**config.mk**
```make
export PLATFORM = sky130hd
export DESIGN_NAME = ral_auto_level
export DESIGN_NICKNAME = d
export VERILOG_FILES = /design/src/design/ral_abs_avg.v /design/src/design/ral_auto_level.v
export VERILOG_INCLUDE_DIRS = /design/src /design/src/design
export SDC_FILE = /design/constraint.sdc
export NUM_CORES = 2
export LEC_CHECK = 0
export BUFFER_PORTS_ARGS = -buffer_cell sky130_fd_sc_hd__buf_2
export CAP_MARGIN = 40
export CORE_MARGIN = 2
export CORE_UTILIZATION = 60
export CTS_CLUSTER_DIAMETER = 30
export DETAILED_ROUTE_END_ITERATION = 10
export MAX_ROUTING_LAYER = met4
export PLACE_DENSITY = 0.78
export SLEW_MARGIN = 0
export SYNTH_ARGS = -nofsm -noshare
export SYNTH_HDL_FRONTEND = slang
export SYNTH_SLANG_ARGS = --single-unit
export TNS_END_PERCENT = 1
```
**constraint.sdc**
```tcl
create_clock -name i_clk -period 51 [get_ports i_clk]
set_input_delay 2.55 -clock i_clk [delete_from_list [all_inputs] [get_ports i_clk]]
set_output_delay 2.55 -clock i_clk [all_outputs]
set_load 0.05 [all_outputs]
```
**src/design/ral_map.vh**
```
// Register map, level tables and timing constants of the record level loop
`ifndef RAL_MAP_VH
`define RAL_MAP_VH

// Extended timing registers, page zero indices
`define RAL_OFS_R_ATK     8'h67
`define RAL_OFS_R_DEC     8'h68
`define RAL_OFS_L_ATK     8'h69
`define RAL_OFS_L_DEC     8'h6A
`define RAL_REG_RST       8'h00
`define RAL_RD_NONE       8'h00

// Target levels as average amplitude, full scale 32768
`define RAL_TGT_0         16'h43F8
`define RAL_TGT_1         16'h32F5
`define RAL_TGT_2         16'h287A
`define RAL_TGT_3         16'h2027
`define RAL_TGT_4         16'h198A
`define RAL_TGT_5         16'h1215
`define RAL_TGT_6         16'h0CCD
`define RAL_TGT_7         16'h0814

// Noise threshold: -30 dB, one 6 dB step per code down to -90 dB
`define RAL_NOISE_TOP     16'h0400
`define RAL_NOISE_LAST    4'hA

// Attack in ms, decay in 10 ms units, spread over the 8-bit code
`define RAL_ATK_MIN_MS    32'h0000_0007
`define RAL_ATK_SPAN_MS   32'h0000_0579
`define RAL_DEC_MIN_U     32'h0000_0005
`define RAL_DEC_SPAN_U    32'h0000_08BB
`define RAL_DEC_UNIT_MS   32'h0000_000A
`define RAL_CODE_FULL     32'h0000_00FF
// Gain steps of 0.5 dB making up one time constant
`define RAL_STEP_DIV      32'h0000_000C
// Divider code 0 is ratio 1; ratio counted in half units
`define RAL_HALF_BASE     24'h00_0002
`define RAL_GAIN_ZERO     7'h00
`define RAL_GAIN_TOP      7'h77

`endif

```
**src/design/ral_abs_avg.v**
```verilog
// Running average of the absolute value of one channel's samples
module ral_abs_avg #(
  parameter W     = 16,
  parameter SHIFT = 6
) (
  input  wire         i_clk,
  input  wire         i_sys_rst,
  input  wire         i_valid,
  input  wire [W-1:0] i_sample,
  output wire [W-1:0] o_avg
);

  reg  [W+SHIFT-1:0] acc_reg;
  wire [W-1:0]       mag;
  wire [W+SHIFT-1:0] acc_next;

  // Magnitude of a two's complement sample, most negative fits unsigned
  assign mag = i_sample[W-1] ? (~i_sample + {{(W-1){1'b0}}, 1'b1})
                             : i_sample;
  // Leaky integrator, gain of 2^SHIFT in steady state
  assign acc_next = acc_reg - (acc_reg >> SHIFT)
                  + {{SHIFT{1'b0}}, mag};
  assign o_avg = acc_reg[W+SHIFT-1:SHIFT];

  // Update once per converted sample
  always @(posedge i_clk) begin
    if (i_sys_rst) begin
      acc_reg <= {(W+SHIFT){1'b0}};
    end else if (i_valid) begin
      acc_reg <= acc_next;
    end
  end

endmodule

```
**src/design/ral_auto_level.v**
```verilog
// Stereo record auto level loop with its extended timing registers
`include "ral_map.vh"

//Contract
// - With loop enabled adjust amplifier gain; disabled, gain request untouched.
// - Level estimate is the running average of absolute samples.
// - Left and right loops are separate, sharing no state.
// - Eight target levels from -5.5 dB to -24 dB full scale.
// - Above target gain falls at attack rate; below it rises at decay.
// - Attack time programmable from 7 ms to 1408 ms per channel.
// - Extended attack registers: right at 103, left at 105.
// - Decay time programmable from 0.05 s to 22.4 s per channel.
// - Extended decay registers: right at 104, left at 106.
// - Fixed-length counter bounds decay, so the limit scales with divider.
// - Below noise threshold step gain to 0 dB per sample, flag it.
// - Gain held at 0 dB until level rises above threshold again.
// - Noise threshold -30 dB to -90 dB; gate can be switched off.
// - Gate decision has debounce and hysteresis.
// - Loop gain capped at programmable maximum, 0 to 59.5 dB; the 7-bit cap field is not limited and reaches 63.5 dB.
// - Timing derives from reference rate setting; double rate not compensated.
// - Applied gain moves one 0.5 dB step per one or two samples.
// - Applied gain starts muted after reset.
module ral_auto_level #(
  parameter AVG_SHIFT   = 6,
  parameter DEC_CNT_MAX = 16000,
  parameter DEC_CNT_W   = 16
) (
  input  wire        i_clk,
  input  wire        i_sys_rst,
  input  wire [7:0]  i_reg_addr,
  input  wire [7:0]  i_reg_wdata,
  input  wire        i_reg_wr,
  output wire [7:0]  o_reg_rdata,
  input  wire        i_adc_valid,
  input  wire [15:0] i_adc_left,
  input  wire [15:0] i_adc_right,
  input  wire [1:0]  i_loop_enable,
  input  wire [5:0]  i_target_sel,
  input  wire [13:0] i_max_gain,
  input  wire [7:0]  i_noise_sel,
  input  wire [1:0]  i_gate_off,
  input  wire [7:0]  i_debounce,
  input  wire [3:0]  i_hyst_sel,
  input  wire        i_step_two,
  input  wire [5:0]  i_reference_sample_rate,
  input  wire [3:0]  i_adc_rate_divider,
  output wire [13:0] o_gain_req,
  output wire [13:0] o_gain_applied,
  output wire [1:0]  o_gain_muted,
  output wire [1:0]  o_gain_done,
  output wire [1:0]  o_noise_flag,
  output wire [1:0]  o_sat_flag
);

  localparam [2:0] ST_OFF  = 3'b001;
  localparam [2:0] ST_RUN  = 3'b010;
  localparam [2:0] ST_GATE = 3'b100;
  reg [7:0] right_attack_extended_reg;
  reg [7:0] right_decay_extended_reg;
  reg [7:0] left_attack_extended_reg;
  reg [7:0] left_decay_extended_reg;
  reg [7:0] rdata_reg;
  // Average level that one target code asks for
  function [15:0] target_level;
    input [2:0] sel;
    begin
      case (sel)
        3'h0:    target_level = `RAL_TGT_0;
        3'h1:    target_level = `RAL_TGT_1;
        3'h2:    target_level = `RAL_TGT_2;
        3'h3:    target_level = `RAL_TGT_3;
        3'h4:    target_level = `RAL_TGT_4;
        3'h5:    target_level = `RAL_TGT_5;
        3'h6:    target_level = `RAL_TGT_6;
        default: target_level = `RAL_TGT_7;
      endcase
    end
  endfunction

  // Noise threshold, codes past the last one stay at -90 dB
  function [15:0] noise_level;
    input [3:0] sel;
    begin
      noise_level = `RAL_NOISE_TOP >>
                    ((sel > `RAL_NOISE_LAST) ? `RAL_NOISE_LAST : sel);
    end
  endfunction

  // Half reference periods between two gain steps
  function [23:0] step_period;
    input [7:0]  code;
    input [5:0]  fs_khz;
    input        decay;
    reg   [31:0] ms;
    begin
      if (decay) begin
        ms = (`RAL_DEC_MIN_U + ({24'h00_0000, code} * `RAL_DEC_SPAN_U)
             / `RAL_CODE_FULL) * `RAL_DEC_UNIT_MS;
      end else begin
        ms = `RAL_ATK_MIN_MS + ({24'h00_0000, code} * `RAL_ATK_SPAN_MS)
             / `RAL_CODE_FULL;
      end
      ms = (ms * {26'h000_0000, fs_khz} * 32'h0000_0002) / `RAL_STEP_DIV;
      step_period = ms[23:0];
    end
  endfunction

  always @(posedge i_clk) begin
    if (i_sys_rst) begin
      right_attack_extended_reg <= `RAL_REG_RST;
      right_decay_extended_reg  <= `RAL_REG_RST;
      left_attack_extended_reg  <= `RAL_REG_RST;
      left_decay_extended_reg   <= `RAL_REG_RST;
    end else if (i_reg_wr) begin
      if (i_reg_addr == `RAL_OFS_R_ATK) begin
        right_attack_extended_reg <= i_reg_wdata;
      end else if (i_reg_addr == `RAL_OFS_R_DEC) begin
        right_decay_extended_reg <= i_reg_wdata;
      end else if (i_reg_addr == `RAL_OFS_L_ATK) begin
        left_attack_extended_reg <= i_reg_wdata;
      end else if (i_reg_addr == `RAL_OFS_L_DEC) begin
        left_decay_extended_reg <= i_reg_wdata;
      end
    end
  end

  // Read data follows the address one clock later, unmapped reads zero
  always @(posedge i_clk) begin
    if (i_sys_rst) begin
      rdata_reg <= `RAL_RD_NONE;
    end else if (i_reg_addr == `RAL_OFS_R_ATK) begin
      rdata_reg <= right_attack_extended_reg;
    end else if (i_reg_addr == `RAL_OFS_R_DEC) begin
      rdata_reg <= right_decay_extended_reg;
    end else if (i_reg_addr == `RAL_OFS_L_ATK) begin
      rdata_reg <= left_attack_extended_reg;
    end else if (i_reg_addr == `RAL_OFS_L_DEC) begin
      rdata_reg <= left_decay_extended_reg;
    end else begin
      rdata_reg <= `RAL_RD_NONE;
    end
  end

  assign o_reg_rdata = rdata_reg;

  // Divider ratio in half units, shared timing input of both loops
  wire [23:0] half_ratio = {20'h0_0000, i_adc_rate_divider} + `RAL_HALF_BASE;

  // one loop per channel, index 0 left
  genvar ch;
  generate
    for (ch = 0; ch < 2; ch = ch + 1) begin : g_ch
      wire [15:0] sample   = (ch == 0) ? i_adc_left : i_adc_right;
      wire [7:0]  atk_code = (ch == 0) ? left_attack_extended_reg
                                       : right_attack_extended_reg;
      wire [7:0]  dec_code = (ch == 0) ? left_decay_extended_reg
                                       : right_decay_extended_reg;
      wire        en       = i_loop_enable[ch];
      wire [6:0]  max_gain = i_max_gain[7*ch +: 7];
      wire [3:0]  deb_lim  = i_debounce[4*ch +: 4];
      wire [15:0] avg, target, thr, rel;
      wire [23:0] atk_per, dec_per, atk_sum, dec_sum;
      wire        below_gate;
      reg [2:0]           state_reg;
      reg [6:0]           req_reg, app_reg;
      reg                 mute_reg, done_reg, noise_reg, sat_reg, half_reg;
      reg [3:0]           deb_reg;
      reg [23:0]          atk_acc_reg, dec_acc_reg;
      reg [DEC_CNT_W-1:0] dec_cnt_reg;
      ral_abs_avg #(
        .W     (16),
        .SHIFT (AVG_SHIFT)
      ) u_avg (
        .i_clk     (i_clk),
        .i_sys_rst (i_sys_rst),
        .i_valid   (i_adc_valid),
        .i_sample  (sample),
        .o_avg     (avg)
      );
      assign target = target_level(i_target_sel[3*ch +: 3]);
      assign thr = noise_level(i_noise_sel[4*ch +: 4]);
      // hysteresis, release 0 to 18 dB above threshold
      assign rel = thr << i_hyst_sel[2*ch +: 2];
      assign atk_per = step_period(atk_code, i_reference_sample_rate, 1'b0);
      assign dec_per = step_period(dec_code, i_reference_sample_rate, 1'b1);
      // time runs in half reference periods per sample
      assign atk_sum = atk_acc_reg + half_ratio;
      assign dec_sum = dec_acc_reg + half_ratio;
      assign below_gate = !i_gate_off[ch] && (avg < thr);
      // loop state, advanced once per sample
      always @(posedge i_clk) begin
        if (i_sys_rst) begin
          state_reg   <= ST_OFF;
          req_reg     <= `RAL_GAIN_ZERO;
          noise_reg   <= 1'b0;
          sat_reg     <= 1'b0;
          deb_reg     <= 4'h0;
          atk_acc_reg <= 24'h00_0000;
          dec_acc_reg <= 24'h00_0000;
          dec_cnt_reg <= {DEC_CNT_W{1'b0}};
        end else if (i_adc_valid && !en) begin
          // disabled loop parks, gain request untouched
          state_reg <= ST_OFF;
          noise_reg <= 1'b0;
          sat_reg   <= 1'b0;
          deb_reg   <= 4'h0;
        end else if (i_adc_valid) begin
          case (state_reg)
            ST_OFF: begin
              state_reg <= ST_RUN;
            end
            ST_RUN: begin
              if (below_gate && deb_reg >= deb_lim) begin
                state_reg <= ST_GATE;
                noise_reg <= 1'b1;
                deb_reg   <= 4'h0;
              end else begin
                deb_reg <= below_gate ? deb_reg + 4'h1 : 4'h0;
              end
              // cap lowered below the present request
              if (req_reg > max_gain) begin
                req_reg     <= req_reg - 7'h01;
                atk_acc_reg <= 24'h00_0000;
                dec_acc_reg <= 24'h00_0000;
                dec_cnt_reg <= {DEC_CNT_W{1'b0}};
                sat_reg     <= 1'b0;
              end else if (avg > target) begin
                dec_acc_reg <= 24'h00_0000;
                dec_cnt_reg <= {DEC_CNT_W{1'b0}};
                sat_reg     <= 1'b0;
                if (atk_sum >= atk_per) begin
                  atk_acc_reg <= 24'h00_0000;
                  if (req_reg != `RAL_GAIN_ZERO) begin
                    req_reg <= req_reg - 7'h01;
                  end
                end else begin
                  atk_acc_reg <= atk_sum;
                end
              end else if (avg < target) begin
                atk_acc_reg <= 24'h00_0000;
                sat_reg     <= (req_reg == max_gain);
                if (dec_sum >= dec_per ||
                    dec_cnt_reg == DEC_CNT_MAX[DEC_CNT_W-1:0]) begin
                  dec_acc_reg <= 24'h00_0000;
                  dec_cnt_reg <= {DEC_CNT_W{1'b0}};
                  if (req_reg < max_gain) begin
                    req_reg <= req_reg + 7'h01;
                  end
                end else begin
                  dec_acc_reg <= dec_sum;
                  dec_cnt_reg <= dec_cnt_reg + {{(DEC_CNT_W-1){1'b0}}, 1'b1};
                end
              end else begin
                atk_acc_reg <= 24'h00_0000;
                dec_acc_reg <= 24'h00_0000;
                dec_cnt_reg <= {DEC_CNT_W{1'b0}};
                sat_reg     <= 1'b0;
              end
            end
            ST_GATE: begin
              // step toward 0 dB each sample
              if (req_reg != `RAL_GAIN_ZERO) begin
                req_reg <= req_reg - 7'h01;
              end
              atk_acc_reg <= 24'h00_0000;
              dec_acc_reg <= 24'h00_0000;
              dec_cnt_reg <= {DEC_CNT_W{1'b0}};
              if (i_gate_off[ch]) begin
                state_reg <= ST_RUN;
                noise_reg <= 1'b0;
                deb_reg   <= 4'h0;
              // hold until level clears release point
              end else if (avg > rel) begin
                if (deb_reg >= deb_lim) begin
                  state_reg <= ST_RUN;
                  noise_reg <= 1'b0;
                  deb_reg   <= 4'h0;
                end else begin
                  deb_reg <= deb_reg + 4'h1;
                end
              end else begin
                deb_reg <= 4'h0;
              end
            end
            default: begin
              state_reg <= ST_OFF;
            end
          endcase
        end
      end

      always @(posedge i_clk) begin
        if (i_sys_rst) begin
          app_reg  <= `RAL_GAIN_ZERO;
          mute_reg <= 1'b1;
          half_reg <= 1'b0;
          done_reg <= 1'b0;
        end else if (i_adc_valid) begin
          half_reg <= ~half_reg;
          done_reg <= !mute_reg && (app_reg == req_reg);
          if (!i_step_two || half_reg) begin
            if (mute_reg) begin
              mute_reg <= !en;
            end else if (app_reg < req_reg) begin
              app_reg <= app_reg + 7'h01;
            end else if (app_reg > req_reg) begin
              app_reg <= app_reg - 7'h01;
            end
          end
        end
      end

      assign o_gain_req[7*ch +: 7]     = req_reg;
      assign o_gain_applied[7*ch +: 7] = app_reg;
      assign o_gain_muted[ch]          = mute_reg;
      assign o_gain_done[ch]           = done_reg;
      assign o_noise_flag[ch]          = noise_reg;
      assign o_sat_flag[ch]            = sat_reg;
    end
  endgenerate

endmodule

```
# Yosys cells after proc, flatten, opt, wreduce, memory -nomap -nowiden
# Index checks and enable logic that the tools add are counted.
[classes]
add_sub_neg = 27
n_mul = 10
n_div = 8
magnitude_cmp = 24
n_eq_ne = 42
shifts = 4
muxes = 98
n_bitwise = 11
n_reduce_logical = 49
[op_table]
columns = ["op", "count"]
rows = [
  ["24-bit two-way mux", 14],
  ["15-bit case mux with 7 select lines", 2],
  ["24-bit case mux with 2 select lines", 4],
  ["16-bit two-way mux", 10],
  ["3-bit by 32-bit adder with 32-bit output, first input constant", 4],
  ["32-bit by 4-bit divider with 32-bit output, second input constant", 4],
  ["7-bit two-way mux", 18],
  ["24-bit by 5-bit adder with 24-bit output", 4],
  ["24-bit >= comparator", 4],
  ["16-bit by 1-bit adder with 16-bit output, second input constant", 4],
  ["19-bit by 8-bit divider with 32-bit output, second input constant", 2],
  ["20-bit by 8-bit divider with 32-bit output, second input constant", 2],
  ["16-bit > comparator", 4],
  ["16-bit less-than comparator", 4],
  ["32-bit by 3-bit multiplier with 31-bit output, second input constant", 2],
  ["32-bit by 6-bit multiplier with 31-bit output", 2],
  ["16-bit case mux with 2 select lines", 2],
  ["31-bit by 6-bit multiplier with 30-bit output", 2],
  ["4-bit two-way mux", 12],
  ["22-bit by 16-bit adder with 22-bit output", 2],
  ["22-bit by 16-bit subtractor with 22-bit output", 2],
  ["8-bit by 12-bit multiplier with 20-bit output, second input constant", 2],
  ["8-bit by 11-bit multiplier with 19-bit output, second input constant", 2],
  ["16-bit by 14-bit == test with 1-bit output, second input constant", 2],
  ["39 further kinds", 163],
]
[word_totals]
regBits = 264
inputBits = 107
wordCells = 304

# Logic depth before layout (Yosys ltp)
[logic_depth]
depth_word = 13
mapped_depth = 142
mapped_depth_nobuf = 130

# Hierarchy
# From an unflattened synthesis, not the netlist that was laid out.
[unflattened]
cells_unflattened = 8251
hier_area_um2 = 61370.1
[modules_own_cells]
columns = ["mod", "n_inst", "cells_each", "area_per_inst_um2", "seq_area_each_um2"]
rows = [
  ["ral_auto_level", 1, 7543, 55779.7, 4404.2],
  ["ral_abs_avg", 2, 354, 2795.2, 440.4],
]

# Worst setup path before layout
# Ideal clock, no wire load.
[synth_path]
kind = "register to register"
from = "register right_decay_extended_reg[2] (netlist: g_ch[1].dec_code[2])"
to = "register g_ch[1].dec_cnt_reg[12]"
setup_ps = 91
t_arrival_ps = 27338
required_ps = 50909
setup_slack_ps = 23571
path_stages_with_launch = 128
path_buffers = 6
path_cell_list = "dfxtp_1 > inv_1 > fa_1 > inv_1 > ha_1 > fa_1 > inv_1 > fa_1 > inv_1 > ha_1 > o211ai_1 > o211ai_1 > mux2i_1 > o311ai_1 > nor3_1 > nand3_2 > mux2i_4 > or4b_1 > (+92 left out) > o21ai_0 > nand2b_1 > a21oi_1 > o31ai_1 > a21o_1 > a21oi_1 > nor2b_1 > o21ai_0 > nand2b_1 > a21oi_1 > nor2b_1 > o21ai_0 > and3_1 > and3_1 > clkbuf_1 > clkbuf_1 > o21ai_0 > a311oi_1"
[synth_via]
elab_chain_cells = 13
[synth_lines]
columns = ["item", "line", "source"]
rows = [
  ["start: declaration", "ral_auto_level.v:59", "reg [7:0] right_decay_extended_reg;"],
  ["start signal: assignment", "ral_auto_level.v:111", "right_decay_extended_reg <= `RAL_REG_RST;"],
  ["start signal: assignment", "ral_auto_level.v:118", "right_decay_extended_reg <= i_reg_wdata;"],
  ["8-bit by 12-bit multiplier with 20-bit output (no line)", "--", ""],
  ["20-bit by 8-bit divider with 32-bit output (no line)", "--", ""],
  ["3-bit by 32-bit adder with 32-bit output (no line)", "--", ""],
  ["32-bit by 3-bit multiplier with 31-bit output (no line)", "--", ""],
  ["31-bit by 6-bit multiplier with 30-bit output", "ral_auto_level.v:103", "ms = (ms * {26'h000_0000, fs_khz} * 32'h0000_0002) / `RAL_STEP_DIV;"],
  ["32-bit by 4-bit divider with 32-bit output (no line)", "--", ""],
  ["24-bit >= comparator", "ral_auto_level.v:242", "if (dec_sum >= dec_per ||"],
  ["1-bit logical OR", "ral_auto_level.v:242", ""],
  ["16-bit two-way mux", "ral_auto_level.v:242", ""],
  ["16-bit two-way mux", "ral_auto_level.v:239", "end else if (avg < target) begin"],
  ["16-bit two-way mux", "ral_auto_level.v:227", "end else if (avg > target) begin"],
  ["16-bit two-way mux", "ral_auto_level.v:221", "if (req_reg > max_gain) begin"],
  ["16-bit case mux with 2 select lines", "ral_auto_level.v:208", "case (state_reg)"],
  ["end signal: assignment", "ral_auto_level.v:225", "dec_cnt_reg <= {DEC_CNT_W{1'b0}};"],
  ["end signal: assignment", "ral_auto_level.v:229", "dec_cnt_reg <= {DEC_CNT_W{1'b0}};"],
  ["end signal: assignment", "ral_auto_level.v:245", "dec_cnt_reg <= {DEC_CNT_W{1'b0}};"],
  ["end: declaration", "ral_auto_level.v:169", "reg [DEC_CNT_W-1:0] dec_cnt_reg;"],
]
# Every way passes these cells.
# A chain may end at the register's enable or synchronous reset.

# Final worst setup path
[layout_path]
from = "register right_decay_extended_reg[2] (netlist: g_ch[1].dec_code[2])"
to = "register g_ch[1].dec_cnt_reg[14]"
# The elaborated chain is that of the path after synthesis.

==> results_dict.tcl <==
set metrics [dict create \
    outcome "complete, no violations" \
    startpoint_type "flop" \
    synth_xor_area_share_pct 7.49 \
    ys_seq_elements 264 \
    synth_common_cells "704 x nor2_1, 676 x nand2_1, 671 x ha_1" \
    io_buffers 150 \
    synth_compound_area_share_pct 25.5 \
    num_vias 59915 \
    yosysTopAreaCellShare_pct 13.8 \
    yosysTopAreaCell "ha_1" \
    yosys.area_share.simple_pct 24.4 \
    yosysMostFrequentCell "nor2_1" \
    core_region_area_um2 100000 \
    drv_slew 0 \
    power_density_nw_per_um2 28.8 \
    synthFlopType "dfxtp_1" \
    die_area_um2 104000 \
    yosys_warnings 0 \
    period_minus_slack_ps 32980 \
    hold_buffers 0 \
    drv_cap 0 \
    synthesis.area_um2 61000 \
    syn_area_per_cell_um2 7.50 \
    gp_congestion 0.970 \
    finalCoreUtilization_pct 64.8 \
    finalSetupTns_ps 0 \
    worst-slew-pin-transition_ps 1470 \
    drive_gt1_share_pct 6.86 \
    grt_util_all_layers_pct 30.2 \
    hpwl_mm 124 \
    synth_top_family_by_area "compound AO/OA/AOI/OAI gates" \
    cts_setup_buffers 0 \
    ys_seq_area_share_pct 8.67 \
    die_w_um 323 \
    numClockSinks 264 \
    fp-row-count 116 \
    cts_tree "built" \
    p_leak_nw 29.1 \
    finalClockSkew_ps 41.8 \
    dieHeight_um 323 \
    nFillCells 8747 \
    nets 9231 \
    fmax_mhz 30.3 \
    ys_types 141 \
    ant_nets 0 \
    synthCells 8130 \
    drt_pass1_iterations 8 \
    finalNonFillerCells 9529 \
    area_delta_synth_final_pct 6.67 \
    cts_max_path_buffers 3 \
    hold_path_class "reg2reg" \
    final-setup-viol-count 0 \
    drc 0 \
    worst_path_most_repeated_cell "a21oi_1" \
    synth.area.top_cells "ha_1 14%, fa_1 11%, dfxtp_1 8.7%" \
    critPathKind "reg2reg" \
    synthMuxAreaShare_pct 2.76 \
    cp.arrival_ps 33480 \
    grt_max_degree 101 \
    power_w 0.00187 \
    initial_core_util_pct 60.7 \
    finalHoldViolCount 0 \
    drt_iter0_markers 4168 \
    hold_slack_ps 455 \
    clock_latency_ps 630 \
    ios 151 \
    grt_pass1_vias 56176 \
    wl_mm 157 \
    via_per_inst 6.29 \
    path_max_fanout 17 \
    fin_crit_sh_pct 64.7 \
    max_slew_margin_pct 1.35 \
    htreeDepth 3 \
    crit_required_ps 51500 \
    crit_slowest_cell "o22ai_1" \
    ir_drop_mv 0.0325 \
    post_cts_resized 0 \
    grt_pass1_wl_mm 265 \
    rsz0062_at_grt "false" \
    endpoint_kind "flop" \
    routedWlPerCell_um 16.5 \
    async_reset_ff_share_pct 0 \
    place_inst 9403 \
    grt_overflow 0 \
    synth-adder-area-share_pct 25.0 \
    path_clk_slew_ps 50 \
    cts_buffers 67 \
    max_stage_delay_ps 690 \
    cts_root_buffer "clkbuf_16" \
    antenna_found_initial 2 \
    synth_edf_count 0 \
]
## cell usage in the layout (no fill, tap or decap), types with 146 or more instances in the layout
cell type,Yosys,layout
xnor2_1,361,361
fa_1,338,338
o21ai_0,387,387
xor2_1,146,146
a21oi_1,549,549
nor3_1,217,215
nor2_1,704,704
dfxtp_1,264,264
buf_2,30,154
nand3_1,272,272
and2_1,267,267
nand2_1,676,675
ha_1,671,671
inv_1,660,660
## routing by layer
layer	global-route usage, %	vias to the layer above	part of all wire, %
met1	39.0	28488	45
met2	51.0	1829	48
met4	7.48	0	2.1
met5	-	-	0
met3	2.44	249	5.1
li1	-	29349	-
## worst max-delay path, delay by kind of cell (launching register included)
family | cells | cell delay, ps
flops | 1 | 620
simple gates | 39 | 10130
compound gates | 52 | 12880
buf+inv | 9 | 790
mux | 4 | 1590
xor+xnor | 6 | 1200
fa+ha+maj | 14 | 5590
## cells by family after synthesis
family          count (synthesis)
simple gates                 2939
compound gates               2256
fa+ha+maj                    1019
buf+inv                       975
xor+xnor                      513
flops                         264
mux                           162
other cells                     2
## layout make-up
| type | instances | area (µm²) | share of cell area [%] |
|---|---|---|---|
| diodes | 3 | 7.51 | 0.0115 |
| clock buffers | 80 | 1810 | 2.78 |
| clock inverters | 43 | 579 | 0.891 |
| inverters | 661 | 2480 | 3.81 |
| multi-input cells | 6923 | 52100 | 80.1 |
| flip-flops and latches | 264 | 5290 | 8.12 |
| well taps | 1357 | 1700 | 2.61 |
| repair buffers | 198 | 1110 | 1.70 |
## where the power goes
part | switching [W] | internal [W]
Sequential | 0.0000214 | 0.000220
Clock | 0.000149 | 0.000302
Combinational | 0.000692 | 0.000489
Total | 0.000862 | 0.00101
## metrics by stage
| stage | instance area (µm²) | setup WS (ps) |
|---|---|---|
| CTS | 65000 | 18460 |
| global route | 65000 | 15780 |
| finish | 65000 | 18020 |
| detailed placement | 62700 | 18590 |
| global placement | 62600 | 18420 |
| floorplan | 61100 | 23570 |
## worst paths after layout
path / startpoint / endpoint / slack, ps / cells after the start
max: g_ch[1].dec_code[2] / g_ch[1].dec_cnt_reg[14] / 18020 / 124
min: g_ch[1].sat_reg / g_ch[1].sat_reg / 460 / 2
max reg2reg: g_ch[1].dec_code[2] / g_ch[1].dec_cnt_reg[14] / 18020 / 124
min reg2reg: g_ch[1].sat_reg / g_ch[1].sat_reg / 460 / 2
No activity file was read; power rests on OpenSTA's default activity.
